### src/hdl/gfiop_pkg.sv
package gfiop_pkg;

  // ----------------------------------------------------------------
  // Register map
  // ----------------------------------------------------------------
  localparam logic [7:0] ADDR_PIN2_FUNC_CFG = 8'h0d;
  localparam logic [7:0] ADDR_IO_PORT_CFG   = 8'h0e;
  localparam logic [7:0] ADDR_IRQ_STATUS    = 8'h20;
  localparam logic [7:0] ADDR_IRQ_MASK      = 8'h21;

  localparam logic [7:0] RST_PIN2_FUNC_CFG  = 8'h00;
  localparam logic [3:0] RST_IO_PORT_WR     = 4'h0;
  localparam logic [2:0] RST_IRQ_MASK       = 3'h0;

  // ----------------------------------------------------------------
  // Field positions
  // ----------------------------------------------------------------
  localparam int SEL_LSB      = 0;
  localparam int SEL_MSB      = 4;
  localparam int PULLUP_BIT   = 5;
  localparam int DRV_LSB      = 6;
  localparam int DRV_MSB      = 7;
  localparam int PORT_IRQ_SDO = 3;
  localparam int PORT_DIRECT_VALUE_PIN2    = 2;
  localparam int PORT_DIRECT_VALUE_PIN1    = 1;
  localparam int PORT_DIRECT_VALUE_PIN0    = 0;

  // ----------------------------------------------------------------
  // Function selector codes
  // ----------------------------------------------------------------
  localparam logic [4:0] SEL_MCU_CLK    = 5'h00;
  localparam logic [4:0] SEL_WAKEUP     = 5'h01;
  localparam logic [4:0] SEL_LOW_BATT   = 5'h02;
  localparam logic [4:0] SEL_DIRECT_IN  = 5'h03;
  localparam logic [4:0] SEL_EXTI_FALL  = 5'h04;
  localparam logic [4:0] SEL_EXTI_RISE  = 5'h05;
  localparam logic [4:0] SEL_EXTI_ANY   = 5'h06;
  localparam logic [4:0] SEL_ADC_IN     = 5'h07;
  localparam logic [4:0] SEL_DIRECT_OUT = 5'h0a;
  localparam logic [4:0] SEL_VREF       = 5'h0e;
  localparam logic [4:0] SEL_RX_CLK     = 5'h0f;
  localparam logic [4:0] SEL_RETRANS    = 5'h11;
  localparam logic [4:0] SEL_RX_DATA    = 5'h14;
  localparam logic [4:0] SEL_RX_STATE   = 5'h15;
  localparam logic [4:0] SEL_FIFO_AFULL = 5'h16;
  localparam logic [4:0] SEL_ANT1       = 5'h17;
  localparam logic [4:0] SEL_ANT2       = 5'h18;
  localparam logic [4:0] SEL_PRE_VALID  = 5'h19;
  localparam logic [4:0] SEL_PRE_INVAL  = 5'h1a;
  localparam logic [4:0] SEL_SYNC_DET   = 5'h1b;
  localparam logic [4:0] SEL_CCA        = 5'h1c;
  localparam logic [4:0] SEL_VDD        = 5'h1d;

endpackage : gfiop_pkg

### src/hdl/gfiop_gpio_port.sv
//
// Contract
// - Decode selector; 0 mcu clock, 1D high
// - Selectors 1,2 output wakeup, low battery
// - Selector 0A drives port bit 2
// - Selector 03 reads pin via bit 2
// - Selectors 04-06 falling, rising, any edge interrupt
// - Port bits 6:4 report interrupt status
// - Bit 3 with chip select high: irq on SDO
// - Selectors 0F,14 output rx clock, rx data
// - Selectors 15,16 output rx state, fifo afull
// - Selectors 17,18 output antenna switches
// - Selectors 19-1B output preamble, sync indications
// - Selector 1C outputs clear channel result
// - Selector 11 takes retransmission request input
// - Selectors 07,0E analogue; test codes unused
// - Pull-up only when enabled and digital input
// - Bits 7:6 hold readable drive strength
// - Bits 1,0 direct values for pins 1,0
//
`timescale 1ns/100ps

module gfiop_gpio_port
(
  // Clock and reset
  input  wire logic       sys_clk_i,
  input  wire logic       srst_i,
  // Register port
  input  wire logic [7:0] reg_addr_i,
  input  wire logic [7:0] reg_wdata_i,
  input  wire logic       reg_wr_i,
  input  wire logic       reg_rd_i,
  output logic      [7:0] reg_rdata_o,
  // Internal status sources
  input  wire logic       mcu_clk_i,
  input  wire logic       wakeup_timer_expired_i,
  input  wire logic       low_batt_i,
  input  wire logic       rx_data_clk_i,
  input  wire logic       rx_data_i,
  input  wire logic       rx_state_i,
  input  wire logic       rx_fifo_afull_i,
  input  wire logic       ant1_switch_i,
  input  wire logic       ant2_switch_i,
  input  wire logic       preamble_valid_i,
  input  wire logic       preamble_invalid_i,
  input  wire logic       sync_word_det_i,
  input  wire logic       cca_i,
  // Third general pin
  input  wire logic       pin2_in_i,
  output logic            pin2_out_o,
  output logic            pin2_oe_n_o,
  output logic            pin2_pullup_en_o,
  output logic      [1:0] pin2_drive_strength_o,
  output logic            pin2_adc_route_o,
  output logic            pin2_vref_out_o,
  output logic            retrans_req_o,
  // First and second pins, function logic kept elsewhere
  input  wire logic       pin0_in_i,
  input  wire logic       pin1_in_i,
  input  wire logic       pin0_is_direct_in_i,
  input  wire logic       pin1_is_direct_in_i,
  input  wire logic       pin0_exti_evt_i,
  input  wire logic       pin1_exti_evt_i,
  output logic            direct_value_pin0_o,
  output logic            direct_value_pin1_o,
  // Serial data-out sharing
  input  wire logic       chip_select_n_i,
  input  wire logic       irq_request_n_i,
  input  wire logic       spi_sdo_i,
  input  wire logic       spi_sdo_oe_n_i,
  output logic            sdo_o,
  output logic            sdo_oe_n_o,
  // Interrupt
  output logic            irq_o
);

  // ----------------------------------------------------------------
  // Functions
  // ----------------------------------------------------------------
  function automatic logic is_dig_input(input logic [4:0] sel);
    is_dig_input = (sel == gfiop_pkg::SEL_DIRECT_IN) || (sel == gfiop_pkg::SEL_EXTI_FALL) ||
                   (sel == gfiop_pkg::SEL_EXTI_RISE) || (sel == gfiop_pkg::SEL_EXTI_ANY) ||
                   (sel == gfiop_pkg::SEL_RETRANS);
  endfunction : is_dig_input

  function automatic logic is_analog(input logic [4:0] sel);
    is_analog = (sel == gfiop_pkg::SEL_ADC_IN) || (sel == gfiop_pkg::SEL_VREF);
  endfunction : is_analog

  // ----------------------------------------------------------------
  // State
  // ----------------------------------------------------------------
  logic [7:0] cfg_r,       cfg_nxt;
  logic [3:0] port_r,      port_nxt;
  logic [2:0] ext_st_r,    ext_st_nxt;
  logic [2:0] irq_st_r,    irq_st_nxt;
  logic [2:0] irq_mask_r,  irq_mask_nxt;
  logic [7:0] rdata_r,     rdata_nxt;
  logic       pin2_prev_r;
  logic       pin2_out_r,  pin2_out_nxt;
  logic       pin2_oe_n_r, pin2_oe_n_nxt;
  logic       pullup_r,    pullup_nxt;
  logic       sdo_r,       sdo_nxt;
  logic       sdo_oe_n_r,  sdo_oe_n_nxt;
  logic       retrans_r,   retrans_nxt;

  logic [4:0] sel;
  logic [2:0] ext_evt;
  logic       pin2_evt;
  logic       port_read;
  logic [7:0] port_view;

  assign sel = cfg_r[gfiop_pkg::SEL_MSB:gfiop_pkg::SEL_LSB];

  // ----------------------------------------------------------------
  // Edge detection on the third pin
  // ----------------------------------------------------------------
  always_comb
  begin
    unique case (sel)
      gfiop_pkg::SEL_EXTI_FALL: pin2_evt = pin2_prev_r && !pin2_in_i;
      gfiop_pkg::SEL_EXTI_RISE: pin2_evt = !pin2_prev_r && pin2_in_i;
      gfiop_pkg::SEL_EXTI_ANY:  pin2_evt = pin2_prev_r != pin2_in_i;
      default:                  pin2_evt = 1'b0;
    endcase
  end

  assign ext_evt   = {pin2_evt, pin1_exti_evt_i, pin0_exti_evt_i};
  assign port_read = reg_rd_i && (reg_addr_i == gfiop_pkg::ADDR_IO_PORT_CFG);

  // Direct inputs read the pin, otherwise the written value reads back.
  always_comb
  begin
    port_view = {1'b0, ext_st_r, port_r};
    if (sel == gfiop_pkg::SEL_DIRECT_IN)
      port_view[gfiop_pkg::PORT_DIRECT_VALUE_PIN2] = pin2_in_i;
    if (pin1_is_direct_in_i)
      port_view[gfiop_pkg::PORT_DIRECT_VALUE_PIN1] = pin1_in_i;
    if (pin0_is_direct_in_i)
      port_view[gfiop_pkg::PORT_DIRECT_VALUE_PIN0] = pin0_in_i;
  end

  // ----------------------------------------------------------------
  // Registers and interrupt status
  // ----------------------------------------------------------------
  always_comb
  begin
    cfg_nxt      = cfg_r;
    port_nxt     = port_r;
    irq_mask_nxt = irq_mask_r;
    irq_st_nxt   = irq_st_r;
    ext_st_nxt   = ext_st_r;
    rdata_nxt    = 8'h00;
    if (reg_wr_i)
    begin
      unique case (reg_addr_i)
        gfiop_pkg::ADDR_PIN2_FUNC_CFG: cfg_nxt      = reg_wdata_i;
        gfiop_pkg::ADDR_IO_PORT_CFG:   port_nxt     = reg_wdata_i[3:0];
        gfiop_pkg::ADDR_IRQ_MASK:      irq_mask_nxt = reg_wdata_i[2:0];
        gfiop_pkg::ADDR_IRQ_STATUS:    irq_st_nxt   = irq_st_r & ~reg_wdata_i[2:0];
        default:                       cfg_nxt      = cfg_r;
      endcase
    end
    if (reg_rd_i)
    begin
      unique case (reg_addr_i)
        gfiop_pkg::ADDR_PIN2_FUNC_CFG: rdata_nxt = cfg_r;
        gfiop_pkg::ADDR_IO_PORT_CFG:   rdata_nxt = port_view;
        gfiop_pkg::ADDR_IRQ_MASK:      rdata_nxt = {5'h00, irq_mask_r};
        gfiop_pkg::ADDR_IRQ_STATUS:    rdata_nxt = {5'h00, irq_st_r};
        default:                       rdata_nxt = 8'h00;
      endcase
    end
    // A port read clears the port status bits 6:4, but an edge in the same cycle still lands.
    if (port_read)
      ext_st_nxt = 3'h0;
    ext_st_nxt = ext_st_nxt | ext_evt;
    irq_st_nxt = irq_st_nxt | ext_evt;
  end

  // ----------------------------------------------------------------
  // Pin drive
  // ----------------------------------------------------------------
  always_comb
  begin
    pin2_oe_n_nxt = is_dig_input(sel) || is_analog(sel);
    pullup_nxt    = cfg_r[gfiop_pkg::PULLUP_BIT] && is_dig_input(sel);
    retrans_nxt   = (sel == gfiop_pkg::SEL_RETRANS) && pin2_in_i;
    unique case (sel)
      gfiop_pkg::SEL_MCU_CLK:    pin2_out_nxt = mcu_clk_i;
      gfiop_pkg::SEL_WAKEUP:     pin2_out_nxt = wakeup_timer_expired_i;
      gfiop_pkg::SEL_LOW_BATT:   pin2_out_nxt = low_batt_i;
      gfiop_pkg::SEL_DIRECT_OUT: pin2_out_nxt = port_r[gfiop_pkg::PORT_DIRECT_VALUE_PIN2];
      gfiop_pkg::SEL_RX_CLK:     pin2_out_nxt = rx_data_clk_i;
      gfiop_pkg::SEL_RX_DATA:    pin2_out_nxt = rx_data_i;
      gfiop_pkg::SEL_RX_STATE:   pin2_out_nxt = rx_state_i;
      gfiop_pkg::SEL_FIFO_AFULL: pin2_out_nxt = rx_fifo_afull_i;
      gfiop_pkg::SEL_ANT1:       pin2_out_nxt = ant1_switch_i;
      gfiop_pkg::SEL_ANT2:       pin2_out_nxt = ant2_switch_i;
      gfiop_pkg::SEL_PRE_VALID:  pin2_out_nxt = preamble_valid_i;
      gfiop_pkg::SEL_PRE_INVAL:  pin2_out_nxt = preamble_invalid_i;
      gfiop_pkg::SEL_SYNC_DET:   pin2_out_nxt = sync_word_det_i;
      gfiop_pkg::SEL_CCA:        pin2_out_nxt = cca_i;
      gfiop_pkg::SEL_VDD:        pin2_out_nxt = 1'b1;
      default:                   pin2_out_nxt = 1'b0;
    endcase
    // Outside a transaction the SDO pin may carry the interrupt request.
    if (!chip_select_n_i)
    begin
      sdo_nxt      = spi_sdo_i;
      sdo_oe_n_nxt = spi_sdo_oe_n_i;
    end
    else
    begin
      sdo_nxt      = irq_request_n_i;
      sdo_oe_n_nxt = !port_r[gfiop_pkg::PORT_IRQ_SDO];
    end
  end

  // ----------------------------------------------------------------
  // Flip-flops
  // ----------------------------------------------------------------
  always_ff @(posedge sys_clk_i)
  begin
    if (srst_i)
    begin
      cfg_r       <= gfiop_pkg::RST_PIN2_FUNC_CFG;
      port_r      <= gfiop_pkg::RST_IO_PORT_WR;
      ext_st_r    <= 3'h0;
      irq_st_r    <= 3'h0;
      irq_mask_r  <= gfiop_pkg::RST_IRQ_MASK;
      rdata_r     <= 8'h00;
      pin2_prev_r <= 1'b0;
      pin2_out_r  <= 1'b0;
      pin2_oe_n_r <= 1'b1;
      pullup_r    <= 1'b0;
      sdo_r       <= 1'b1;
      sdo_oe_n_r  <= 1'b1;
      retrans_r   <= 1'b0;
    end
    else
    begin
      cfg_r       <= cfg_nxt;
      port_r      <= port_nxt;
      ext_st_r    <= ext_st_nxt;
      irq_st_r    <= irq_st_nxt;
      irq_mask_r  <= irq_mask_nxt;
      rdata_r     <= rdata_nxt;
      pin2_prev_r <= pin2_in_i;
      pin2_out_r  <= pin2_out_nxt;
      pin2_oe_n_r <= pin2_oe_n_nxt;
      pullup_r    <= pullup_nxt;
      sdo_r       <= sdo_nxt;
      sdo_oe_n_r  <= sdo_oe_n_nxt;
      retrans_r   <= retrans_nxt;
    end
  end

  assign reg_rdata_o           = rdata_r;
  assign pin2_out_o            = pin2_out_r;
  assign pin2_oe_n_o           = pin2_oe_n_r;
  assign pin2_pullup_en_o      = pullup_r;
  assign pin2_drive_strength_o = cfg_r[gfiop_pkg::DRV_MSB:gfiop_pkg::DRV_LSB];
  assign pin2_adc_route_o      = sel == gfiop_pkg::SEL_ADC_IN;
  assign pin2_vref_out_o       = sel == gfiop_pkg::SEL_VREF;
  assign retrans_req_o         = retrans_r;
  assign direct_value_pin0_o   = port_r[gfiop_pkg::PORT_DIRECT_VALUE_PIN0];
  assign direct_value_pin1_o   = port_r[gfiop_pkg::PORT_DIRECT_VALUE_PIN1];
  assign sdo_o                 = sdo_r;
  assign sdo_oe_n_o            = sdo_oe_n_r;
  assign irq_o                 = |(irq_st_r & irq_mask_r);

  // ----------------------------------------------------------------
  // Assertions
  // ----------------------------------------------------------------
  property p_vdd_high;
    @(posedge sys_clk_i) disable iff (srst_i)
    sel == gfiop_pkg::SEL_VDD |=> pin2_out_o && !pin2_oe_n_o;
  endproperty
  a_vdd_high: assert property (p_vdd_high) else $error("Pin not high for VDD code");

  property p_unlisted_low;
    @(posedge sys_clk_i) disable iff (srst_i)
    sel > gfiop_pkg::SEL_VDD |=> !pin2_out_o;
  endproperty
  a_unlisted_low: assert property (p_unlisted_low) else $error("Unlisted code not low");

  property p_direct_out;
    @(posedge sys_clk_i) disable iff (srst_i)
    sel == gfiop_pkg::SEL_DIRECT_OUT |=> pin2_out_o == $past(port_r[2]);
  endproperty
  a_direct_out: assert property (p_direct_out) else $error("Direct output mismatch");

  property p_direct_in;
    @(posedge sys_clk_i) disable iff (srst_i)
    port_read && sel == gfiop_pkg::SEL_DIRECT_IN |=> reg_rdata_o[2] == $past(pin2_in_i);
  endproperty
  a_direct_in: assert property (p_direct_in) else $error("Direct input readback wrong");

  property p_rise_sets;
    @(posedge sys_clk_i) disable iff (srst_i)
    sel == gfiop_pkg::SEL_EXTI_RISE && $rose(pin2_in_i) |=> ext_st_r[2] && irq_st_r[2];
  endproperty
  a_rise_sets: assert property (p_rise_sets) else $error("Rising edge not caught");

  property p_read_clears;
    @(posedge sys_clk_i) disable iff (srst_i)
    port_read && ext_evt == 3'h0 |=> ext_st_r == 3'h0;
  endproperty
  a_read_clears: assert property (p_read_clears) else $error("Status kept after read");

  property p_sdo_irq;
    @(posedge sys_clk_i) disable iff (srst_i)
    chip_select_n_i && port_r[3] |=> sdo_o == $past(irq_request_n_i) && !sdo_oe_n_o;
  endproperty
  a_sdo_irq: assert property (p_sdo_irq) else $error("Interrupt not on SDO");

  property p_pullup;
    @(posedge sys_clk_i) disable iff (srst_i)
    cfg_r[5] && sel == gfiop_pkg::SEL_DIRECT_IN ##1 cfg_r[5] |-> pin2_pullup_en_o;
  endproperty
  a_pullup: assert property (p_pullup) else $error("Pull-up missing on input");

  property p_rx_data;
    @(posedge sys_clk_i) disable iff (srst_i)
    sel == gfiop_pkg::SEL_RX_DATA |=> pin2_out_o == $past(rx_data_i);
  endproperty
  a_rx_data: assert property (p_rx_data) else $error("RX data not routed");

endmodule : gfiop_gpio_port

### config.mk
export PLATFORM = sky130hd
export DESIGN_NAME = gfiop_gpio_port
export DESIGN_NICKNAME = d
export VERILOG_FILES = /design/src/hdl/gfiop_pkg.sv /design/src/hdl/gfiop_gpio_port.sv
export SDC_FILE = /design/constraint.sdc
export NUM_CORES = 1
export LEC_CHECK = 0
export BUFFER_PORTS_ARGS = -buffer_cell sky130_fd_sc_hd__buf_2
export CAP_MARGIN = 20
export CELL_PAD_IN_SITES_DETAIL_PLACEMENT = 0
export CELL_PAD_IN_SITES_GLOBAL_PLACEMENT = 1
export CORE_MARGIN = 4
export CORE_UTILIZATION = 40
export DETAILED_ROUTE_END_ITERATION = 16
export PLACE_DENSITY_LB_ADDON = 0.3
export SYNTH_ARGS = -nofsm -noshare
export SYNTH_HDL_FRONTEND = slang
export SYNTH_SLANG_ARGS = --single-unit
### constraint.sdc
create_clock -name sys_clk_i -period 5.25 [get_ports sys_clk_i]
set_clock_uncertainty 0.15 [all_clocks]
set_input_delay 1.05 -clock sys_clk_i [delete_from_list [all_inputs] [get_ports sys_clk_i]]
set_output_delay 1.05 -clock sys_clk_i [all_outputs]
set_load 0.01 [all_outputs]
# [After elaboration in Yosys (flattened, before gate mapping)]
# Cells that the tools add are included.
[classes] n_shift=0 n_reduce_logical=20 n_lt_le_gt_ge=0 n_addsub=0 muxes=11 multipliers=0 eq_ne=26 n_div=0 bitwise=6
[op_table] cell="$eq A5 B5 Y1 const B" count=11
[op_table] cell="$pmux W8 S4" count=1
[op_table] cell="$eq A5 B3 Y1 const B" count=4
[op_table] cell="$eq A8 B4 Y1 const B" count=2
[op_table] cell="$eq A8 B6 Y1 const B" count=2
[op_table] cell="$eq A5 B4 Y1 const B" count=3
[op_table] cell="$pmux W1 S15" count=1
[op_table] cell="$eq A5 B2 Y1 const B" count=2
[op_table] cell="$mux W3" count=3
[op_table] cell="$and A3 B3 Y3" count=2
[op_table] cell="$logic_or A1 B1 Y1" count=6
[op_table] cell="$or A3 B3 Y3" count=2
[op_table] cell="$reduce_and A2 Y1" count=3
[op_table] cell="$eq A5 B1 Y1 const B" count=1
[op_table] cell="$logic_and A1 B1 Y1" count=5
[op_table] cell="$logic_not A5 Y1" count=1
[op_table] cell="$mux W1" count=5
[op_table] cell="$logic_not A1 Y1" count=3
[op_table] cell="$not A3 Y3" count=1
[op_table] cell="$pmux W1 S3" count=1
[op_table] cell="$reduce_or A3 Y1" count=1
[op_table] cell="$reduce_or A2 Y1" count=1
[op_table] cell="$ne A1 B1 Y1" count=1
[op_table] cell="$not A1 Y1" count=1
[totals] latchBits=0 word_cells=76 in_bits=44 mem_bits_ro=0 memories=0 ram_bits=0 output_inout_bits=21 register_bits=36

# [Logic depth before layout (Yosys ltp)]
# Gate-level depths: netlist of the first run.
[logic_depth] ltp_word=6 mapped_depth=6 ltp_nobuf=6

# [Worst setup path after synthesis of the first run]
# OpenSTA, ideal clock, no wires.
[synth_path] kind="input port to flip-flop" startpoint="input reg_addr_i[4]" endpoint="register cfg_r[3]" required_time_ns=4.974 t_arrival_ns=2.289 path_stages=4 setup_ns=0.126 path_slack_ns=2.685 path_buffers=0 cell_sequence="or3_4 -> nor4_4 -> mux2i_1 -> nor2_1"
[synth_via] elab_chain_cells=2
[synth_rtl] item="from (decl)" line="gfiop_gpio_port.sv:29" rtl="input wire logic [7:0] reg_addr_i,"
[synth_rtl] item="$eq A8 B4 Y1" line="gfiop_gpio_port.sv:156" rtl="unique case (reg_addr_i)"
[synth_rtl] item="$reduce_and A2 Y1 (no line)"
[synth_rtl] item="to (signal assigned)" line="gfiop_gpio_port.sv:227" rtl="cfg_r <= gfiop_pkg::RST_PIN2_FUNC_CFG;"
[synth_rtl] item="to (signal assigned)" line="gfiop_gpio_port.sv:243" rtl="cfg_r <= cfg_nxt;"
[synth_rtl] item="to (decl)" line="gfiop_gpio_port.sv:93" rtl="logic [7:0] cfg_r, cfg_nxt;"
# No other way between the ends.
# A chain may end at the register's enable or synchronous reset.

# [Final worst setup path of the first run]
[layout_path] startpoint="register cfg_r[0]" endpoint="output pin2_adc_route_o"
[layout_via] elab_chain_cells=1
[layout_rtl] item="$eq A5 B3 Y1" line="gfiop_gpio_port.sv:264" rtl="assign pin2_adc_route_o = sel == gfiop_pkg::SEL_ADC_IN;"
[layout_rtl] item="to (decl)" line="gfiop_gpio_port.sv:54" rtl="output logic pin2_adc_route_o,"
# No other way between the ends.

==> results.py, run 1 <==
metrics = {
    "status": {
        "status": "complete, no violations",
    },
    "timing": {
        "post-route-period-util": 0.543,
        "totalNegativeSetupSlack_ps": 0,
        "slew_headroom": 0.487,
        "maxSlewViolCount": 0,
        "fmax_mhz": 351,
        "rsz0062_at_grt": "false",
        "finalHoldViolCount": 0,
        "worst_pin_slew_ps": 763,
        "setup_viol_count_final": 0,
        "finalCriticalPeriod_ps": 2850,
    },
    "global_route": {
        "antenna_found_initial": 0,
        "grt_first_pass_wirelength_mm": 7.63,
        "track_usage": 0.160,
        "grt.overflow.total": 0,
        "grt_pass1_vias": 1564,
        "grt_max_degree": 29,
    },
    "power": {
        "irDropWorstVdd_mv": 0.174,
        "power.total_uw": 567,
        "p_per_area_nw_per_um2": 249,
        "leakagePower_nw": 0.942,
    },
    "cts": {
        "h-tree-depth": 2,
        "clock-sinks": 36,
        "cts_hold_buffers": 0,
        "cts_resized": 0,
        "cts_buffer_depth": 2,
        "cts.reportedPaths.clkPinSlew_ps": 70,
        "cts_tree": "done",
        "postCtsSetupBuffers": 0,
        "clk_latency_ps": 290,
        "cts-root-buf": "clkbuf_8",
        "cts_buffers": 5,
    },
    "logic_synthesis": {
        "synthDominantCellAreaShare": 0.368,
        "yosysUniqueCellTypes": 50,
        "synth-edff-count": 0,
        "synth_largest_area_cell": "dfxtp_1",
        "yosys-top-cells-area": "dfxtp_1 (37%), mux2i_1 (6.6%), clkbuf_8 (5.6%), nor2_1 (5.6%), a21oi_1 (4.9%)",
        "synth_fp_nets": 257,
        "syn_area_per_cell_um2": 9.29,
        "synthArstFlopShare": 0,
        "ys_seq_elements": 36,
        "synth-seq-area-share": 0.368,
        "syn_area_um2": 1960,
        "syn_inst": 211,
        "yosysWarnings": 0,
        "synth_ff_type": "dfxtp_1",
    },
    "drt": {
        "ant_nets": 0,
        "drt_iter0_drc": 68,
        "totalWireLength_mm": 4.82,
        "drtPass1Iterations": 4,
        "via_count": 1702,
        "routed_via_density": 5.11,
        "routedWlPerCell_um": 14.5,
        "drc": 0,
    },
    "worst_setup_path": {
        "ff2ff_setup_slack_ps": 3260,
        "critPathLaunch": "cfg_r[0]",
        "critPathLaunchType": "flop",
        "worstReg2RegStart": "cfg_r[0]",
        "worstSetupEndpointType": "output pin",
        "r2r_end": "pin2_out_o",
        "critical_path_class": "flop to output pin",
        "rr_worst_depth": 4,
        "crit_fanout": 20,
        "required_ps": 4050,
        "arrival_ps": 1650,
        "setup.worst_path.end": "pin2_adc_route_o",
    },
    "worst_hold_path": {
        "min_path_type": "flop to flop",
        "min-delay-start": "ext_st_r[2]",
    },
    "cells_and_area": {
        "syn_to_final_growth_pct": 16.3,
        "final_area_um2": 2280,
        "layout-drive-gt1-share": 0.312,
        "final_nets": 311,
        "diodes": 0,
    },
    "placement": {
        "dp_hpwl_mm": 3.51,
        "place_area_um2": 2170,
        "portBuffers": 64,
        "finalWeightedCongestion": 0.785,
    },
    "floorplanning": {
        "start_util": 0.415,
        "ios": 65,
        "core_area_um2": 4720,
        "die_y_um": 78.0,
        "dieArea_um2": 6080,
        "row_count": 25,
        "die_x_um": 78.0,
    },
    "job": {
        "maxCapViolations": 0,
    },
}
synth_stat cells (3+ instances only):
library cell,instances
buf_6,3
mux2_2,6
o21ai_0,4
a21oi_1,19
and3_1,4
a22oi_1,5
mux2i_1,13
dfxtp_1,36
inv_1,5
nor2_1,29
nand3_1,6
nand3b_1,5
clkbuf_8,8
nor2b_1,4
nor3_1,3
a222oi_1,3
nand2_1,10
nand4_1,6
nand2b_1,3
routing by layer:
| layer | GRT usage | part of all wire | wire length, um | vias to the layer above |
|---|---|---|---|---|
| li1 | - | - | - | 874 |
| met1 | 0.205 | 0.45 | 2160 | 777 |
| met2 | 0.253 | 0.48 | 2310 | 44 |
| met3 | 0.0464 | 0.055 | 267 | 7 |
| met4 | 0.0629 | 0.016 | 76 | 0 |
| met5 | 0 | 0 | 0 | - |
logic make-up (layout without fill, tap and decap cells):
logic type | Yosys count | in the layout | share of synthesized area
and+or+nand+nor | 87 | 87 | 0.260
adders and majority gates | 2 | 2 | 0.0128
buffers and inverters | 22 | 77 | 0.108
DFF | 36 | 36 | 0.368
muxes | 19 | 19 | 0.101
xor gates and xnor gates | 2 | 2 | 0.00894
AOI/OAI and AO/OA | 43 | 43 | 0.142
per-stage QoR:
step | cells | util | setup slack, ps | hold slack, ps
CTS | 333 | 0.482 | 2390 | 312
floorplan | 211 | - | 2680 | 286
global placement | 325 | 0.460 | 2370 | 299
detailed placement | 325 | 0.460 | 2360 | 301
finish | 333 | 0.482 | 2400 | 310
global route | 333 | 0.482 | 2240 | 331
how the worst min path moves through the flow:
stage | depth (start not counted) | slack, ps | endpoint
finish | 2 | 310 | ext_st_r[2]
CTS | 2 | 310 | ext_st_r[2]
global placement | 2 | 300 | ext_st_r[2]
floorplan | 2 | 290 | ext_st_r[2]
detailed placement | 2 | 300 | ext_st_r[2]
global route | 2 | 330 | ext_st_r[2]
sequential cells by signal (all words and copies together) (netlist names):
signal and count:
ext_st_r 3, irq_mask_r 3, pin2_pullup_en_o 1, pin2_out_o 1, port_r 4, pin2_prev_r 1
sdo_o 1, sdo_oe_n_o 1, pin2_oe_n_o 1, retrans_req_o 1, reg_rdata_o 8, irq_st_r 3
cfg_r 8
critical path, cell delays in order (launching register included):
cell and delay [ps]:
dfxtp_1 780, nand2_1 240, nor2_1 190, buf_2 150
where the power goes:
part	switching, mW	internal [mW]
combinational	0.0222	0.0220
clock	0.102	0.141
sequential	0.00248	0.277
total	0.127	0.440
cells in the final DEF, fill, tap and decap left out, types with 3 or more instances in the layout:
cell,n
inv_1,5
nand4_1,6
nor2_1,29
and3_1,4
buf_2,64
clkbuf_8,5
a22oi_1,5
nand3b_1,5
nand3_1,6
a222oi_1,3
mux2i_1,13
o21ai_0,4
dfxtp_1,36
a21oi_1,19
nand2_1,10
mux2_2,6
nor3_1,3
nor2b_1,4
nand2b_1,3
area by class of cell:
class / instances / area (um2)
Inverter: 5 / 18.8
Fill cell: 489 / 2440
Clock inverter: 2 / 35.0
Timing Repair Buffer: 64 / 320
Tap cell: 67 / 83.8
Clock buffer: 6 / 72.6
Multi-Input combinational cell: 153 / 1030
Sequential cell: 36 / 721
No activity file was read; power rests on OpenSTA's default activity.
==> inputs of run 2 (changes only) <==
--- a/config.mk
+++ b/config.mk
@@ -5,12 +5,13 @@
 export SDC_FILE = /design/constraint.sdc
 export NUM_CORES = 1
 export LEC_CHECK = 0
+export ABC_AREA = 1
 export BUFFER_PORTS_ARGS = -buffer_cell sky130_fd_sc_hd__buf_2
 export CAP_MARGIN = 20
 export CELL_PAD_IN_SITES_DETAIL_PLACEMENT = 0
 export CELL_PAD_IN_SITES_GLOBAL_PLACEMENT = 1
 export CORE_MARGIN = 4
-export CORE_UTILIZATION = 40
+export CORE_UTILIZATION = 30
 export DETAILED_ROUTE_END_ITERATION = 16
 export PLACE_DENSITY_LB_ADDON = 0.3
 export SYNTH_ARGS = -nofsm -noshare
==> constraint.sdc (replaced) <==
create_clock -name sys_clk_i -period 2.47 [get_ports sys_clk_i]
set_clock_uncertainty 0.15 [all_clocks]
set_input_delay 0.494 -clock sys_clk_i [delete_from_list [all_inputs] [get_ports sys_clk_i]]
set_output_delay 0.494 -clock sys_clk_i [all_outputs]
set_load 0.01 [all_outputs]
==> run 2 against run 1 <==
  * Setup slack got worse by 1900 ps
  * Clock power increased by 71%
  * Via count is 10% higher
  * Area after synthesis decreased by 8.2%
  * Global-route usage fell by 1.3 points
  * Final area fell by 0.71%
  * Core utilization is 8.1 points lower
  * Sequential share of layout area rose by 0.23 points
  * Sequential power is 110% higher
  * Critical endpoint is now pin2_vref_out_o
  * Highest routed layer unchanged
==> results.py, run 2 <==
metrics = {
    "status": {
        "status": "complete, no violations",
    },
    "cts": {
        "cts_buffers": 5,
        "cts_tree": "done",
        "h-tree-depth": 2,
        "cts_hold_buffers": 0,
        "clk_latency_ps": 290,
        "postCtsSetupBuffers": 0,
        "cts-root-buf": "clkbuf_8",
        "cts_buffer_depth": 2,
        "cts_resized": 0,
        "clock-sinks": 36,
        "cts.reportedPaths.clkPinSlew_ps": 80,
    },
    "worst_setup_path": {
        "crit_fanout": 6,
        "worstSetupEndpointType": "output pin",
        "slowest_delay_ps": 380,
        "worstPathCellList": "inv_1, nand2_1, nor3_1, buf_2",
        "critical_path_class": "flop to output pin",
        "arrival_ps": 1370,
        "critPathLaunchType": "flop",
        "required_ps": 1830,
        "cp_slowest_cell": "dfxtp_1",
    },
    "placement": {
        "pre_cts_ws_ps": 533,
        "dp.cells": 398,
        "finalWeightedCongestion": 0.831,
        "portBuffers": 64,
        "dp_hpwl_mm": 4.10,
    },
    "logic_synthesis": {
        "synth_ff_type": "dfxtp_1",
        "synthArstFlopShare": 0,
        "synth_compound_area_frac": 0.151,
        "syn_inst": 267,
        "synth_largest_area_cell": "dfxtp_1",
        "synth-edff-count": 0,
        "synth_xor_area_frac": 0,
        "synthSimpleGateAreaFrac": 0.328,
        "synthTopCellsByCount": "nand2_1 (57), dfxtp_1 (36), inv_1 (35), nor2_1 (29), a21oi_1 (24)",
        "synthDominantCellAreaShare": 0.401,
        "synthAdderAreaFrac": 0.0139,
        "yosysWarnings": 0,
        "synth_fp_nets": 313,
        "yosysUniqueCellTypes": 26,
        "synth_top_family_by_area": "simple AND/OR/NAND/NOR gates",
        "synth-seq-area-share": 0.401,
        "ys_seq_elements": 36,
        "yosys-top-cells-area": "dfxtp_1 (40%), nand2_1 (12%), inv_1 (7.3%), a21oi_1 (6.7%), nor2_1 (6.1%)",
        "synth.most_common_cell": "nand2_1",
        "synth.area.mux_share": 0,
        "syn_area_um2": 1800,
        "syn_area_per_cell_um2": 6.73,
    },
    "power": {
        "power.total_mw": 1.11,
        "p_per_area_nw_per_um2": 489,
        "leakagePower_nw": 1.07,
        "irDropWorstVdd_mv": 0.194,
    },
    "drt": {
        "ant_nets": 0,
        "routed_via_density": 4.63,
        "via_count": 1880,
        "totalWireLength_mm": 5.09,
        "routedWlPerCell_um": 12.5,
        "drtPass1Iterations": 4,
        "drc": 0,
        "drt_iter0_drc": 122,
    },
    "floorplanning": {
        "row_count": 27,
        "dieArea_um2": 7300,
        "ios": 65,
        "die_y_um": 85.4,
        "die_x_um": 85.4,
        "core_area_um2": 5640,
        "start_util": 0.319,
    },
    "timing": {
        "worst_pin_slew_ps": 578,
        "rsz0062_at_grt": "false",
        "fmax_mhz": 497,
        "worst_slack_ps": 459,
        "totalNegativeSetupSlack_ps": 0,
        "finalHoldViolCount": 0,
        "maxSlewViolCount": 0,
        "slew_headroom": 0.614,
        "setup_viol_count_final": 0,
        "post-route-period-util": 0.814,
        "finalCriticalPeriod_ps": 2010,
        "fin_hold_ws_ps": 247,
    },
    "worst_hold_path": {
        "min_path_type": "input port to flop",
    },
    "cells_and_area": {
        "layout_commonest_cell": "buf_2",
        "fillers": 611,
        "finalNonFillerCells": 406,
        "final_nets": 379,
        "syn_to_final_growth_pct": 25.8,
        "diodes": 0,
        "layout-drive-gt1-share": 0.275,
        "mostFrequentLayoutCells": "buf_2 (64), nand2_1 (57), dfxtp_1 (36)",
    },
    "global_route": {
        "antenna_found_initial": 0,
        "track_usage": 0.147,
        "grt_first_pass_wirelength_mm": 8.60,
        "grt.overflow.total": 0,
        "grt_max_degree": 20,
        "grt_pass1_vias": 1810,
    },
    "job": {
        "maxCapViolations": 0,
    },
}
[run 2: final cells by class]
class,instances,area (um2),share of cell area
clock buffers,5,68.8,0.0304
inverters,42,158,0.0697
repair buffers,64,320,0.142
well taps,72,90.1,0.0398
multi-input cells,184,886,0.392
clock inverters,3,18.8,0.00830
flip-flops and latches,36,721,0.319
[run 2: cells by family (layout without fill, tap and decap cells)]
family                   count (synthesis)  count (layout)
AO/OA/AOI/OAI                           53              53
adder cells (fa/ha/maj)                  2               2
buffers and inverters                   47             114
flip-flops                              36              36
AND/OR/NAND/NOR                        129             129
[run 2: critical path, delay by kind of cell, from the launching register on]
| family | cells | cell delay [ps] |
|---|---|---|
| flops | 1 | 380 |
| buf+inv | 2 | 360 |
| simple gates | 2 | 340 |
[run 2: path summary, 6_finish.rpt]
kind | startpoint | end | slack, ps | cells past startpoint
worst max-delay path | cfg_r[0] | pin2_vref_out_o | 460 | 4
worst max register to register | cfg_r[0] | irq_st_r[2] | 860 | 7
worst min-delay path | spi_sdo_i | sdo_o | 250 | 3
worst min register to register | cfg_r[5] | pin2_pullup_en_o | 310 | 2
[run 2: per-layer routing]
metal / GRT usage / share of wire / vias to the layer above
li1: - / - / 984
met1: 0.198 / 0.46 / 830
met2: 0.229 / 0.45 / 57
met3: 0.0340 / 0.067 / 9
met4: 0.0547 / 0.017 / 0
met5: 0 / 0 / -
[run 2: per-stage QoR]
| stage | util | instance area [um2] |
|---|---|---|
| floorplan | - | 1800 |
| global placement | 0.385 | 2170 |
| detailed placement | 0.385 | 2170 |
| CTS | 0.401 | 2260 |
| global route | 0.401 | 2260 |
| finish | 0.401 | 2260 |
[run 2: power breakdown]
part / internal, mW / switching, mW / total, mW / leakage (nW)
clock network: 0.196 / 0.220 / 0.416 / 0.0479
registers: 0.590 / 0.00414 / 0.594 / 0.293
logic: 0.0423 / 0.0534 / 0.0957 / 0.726
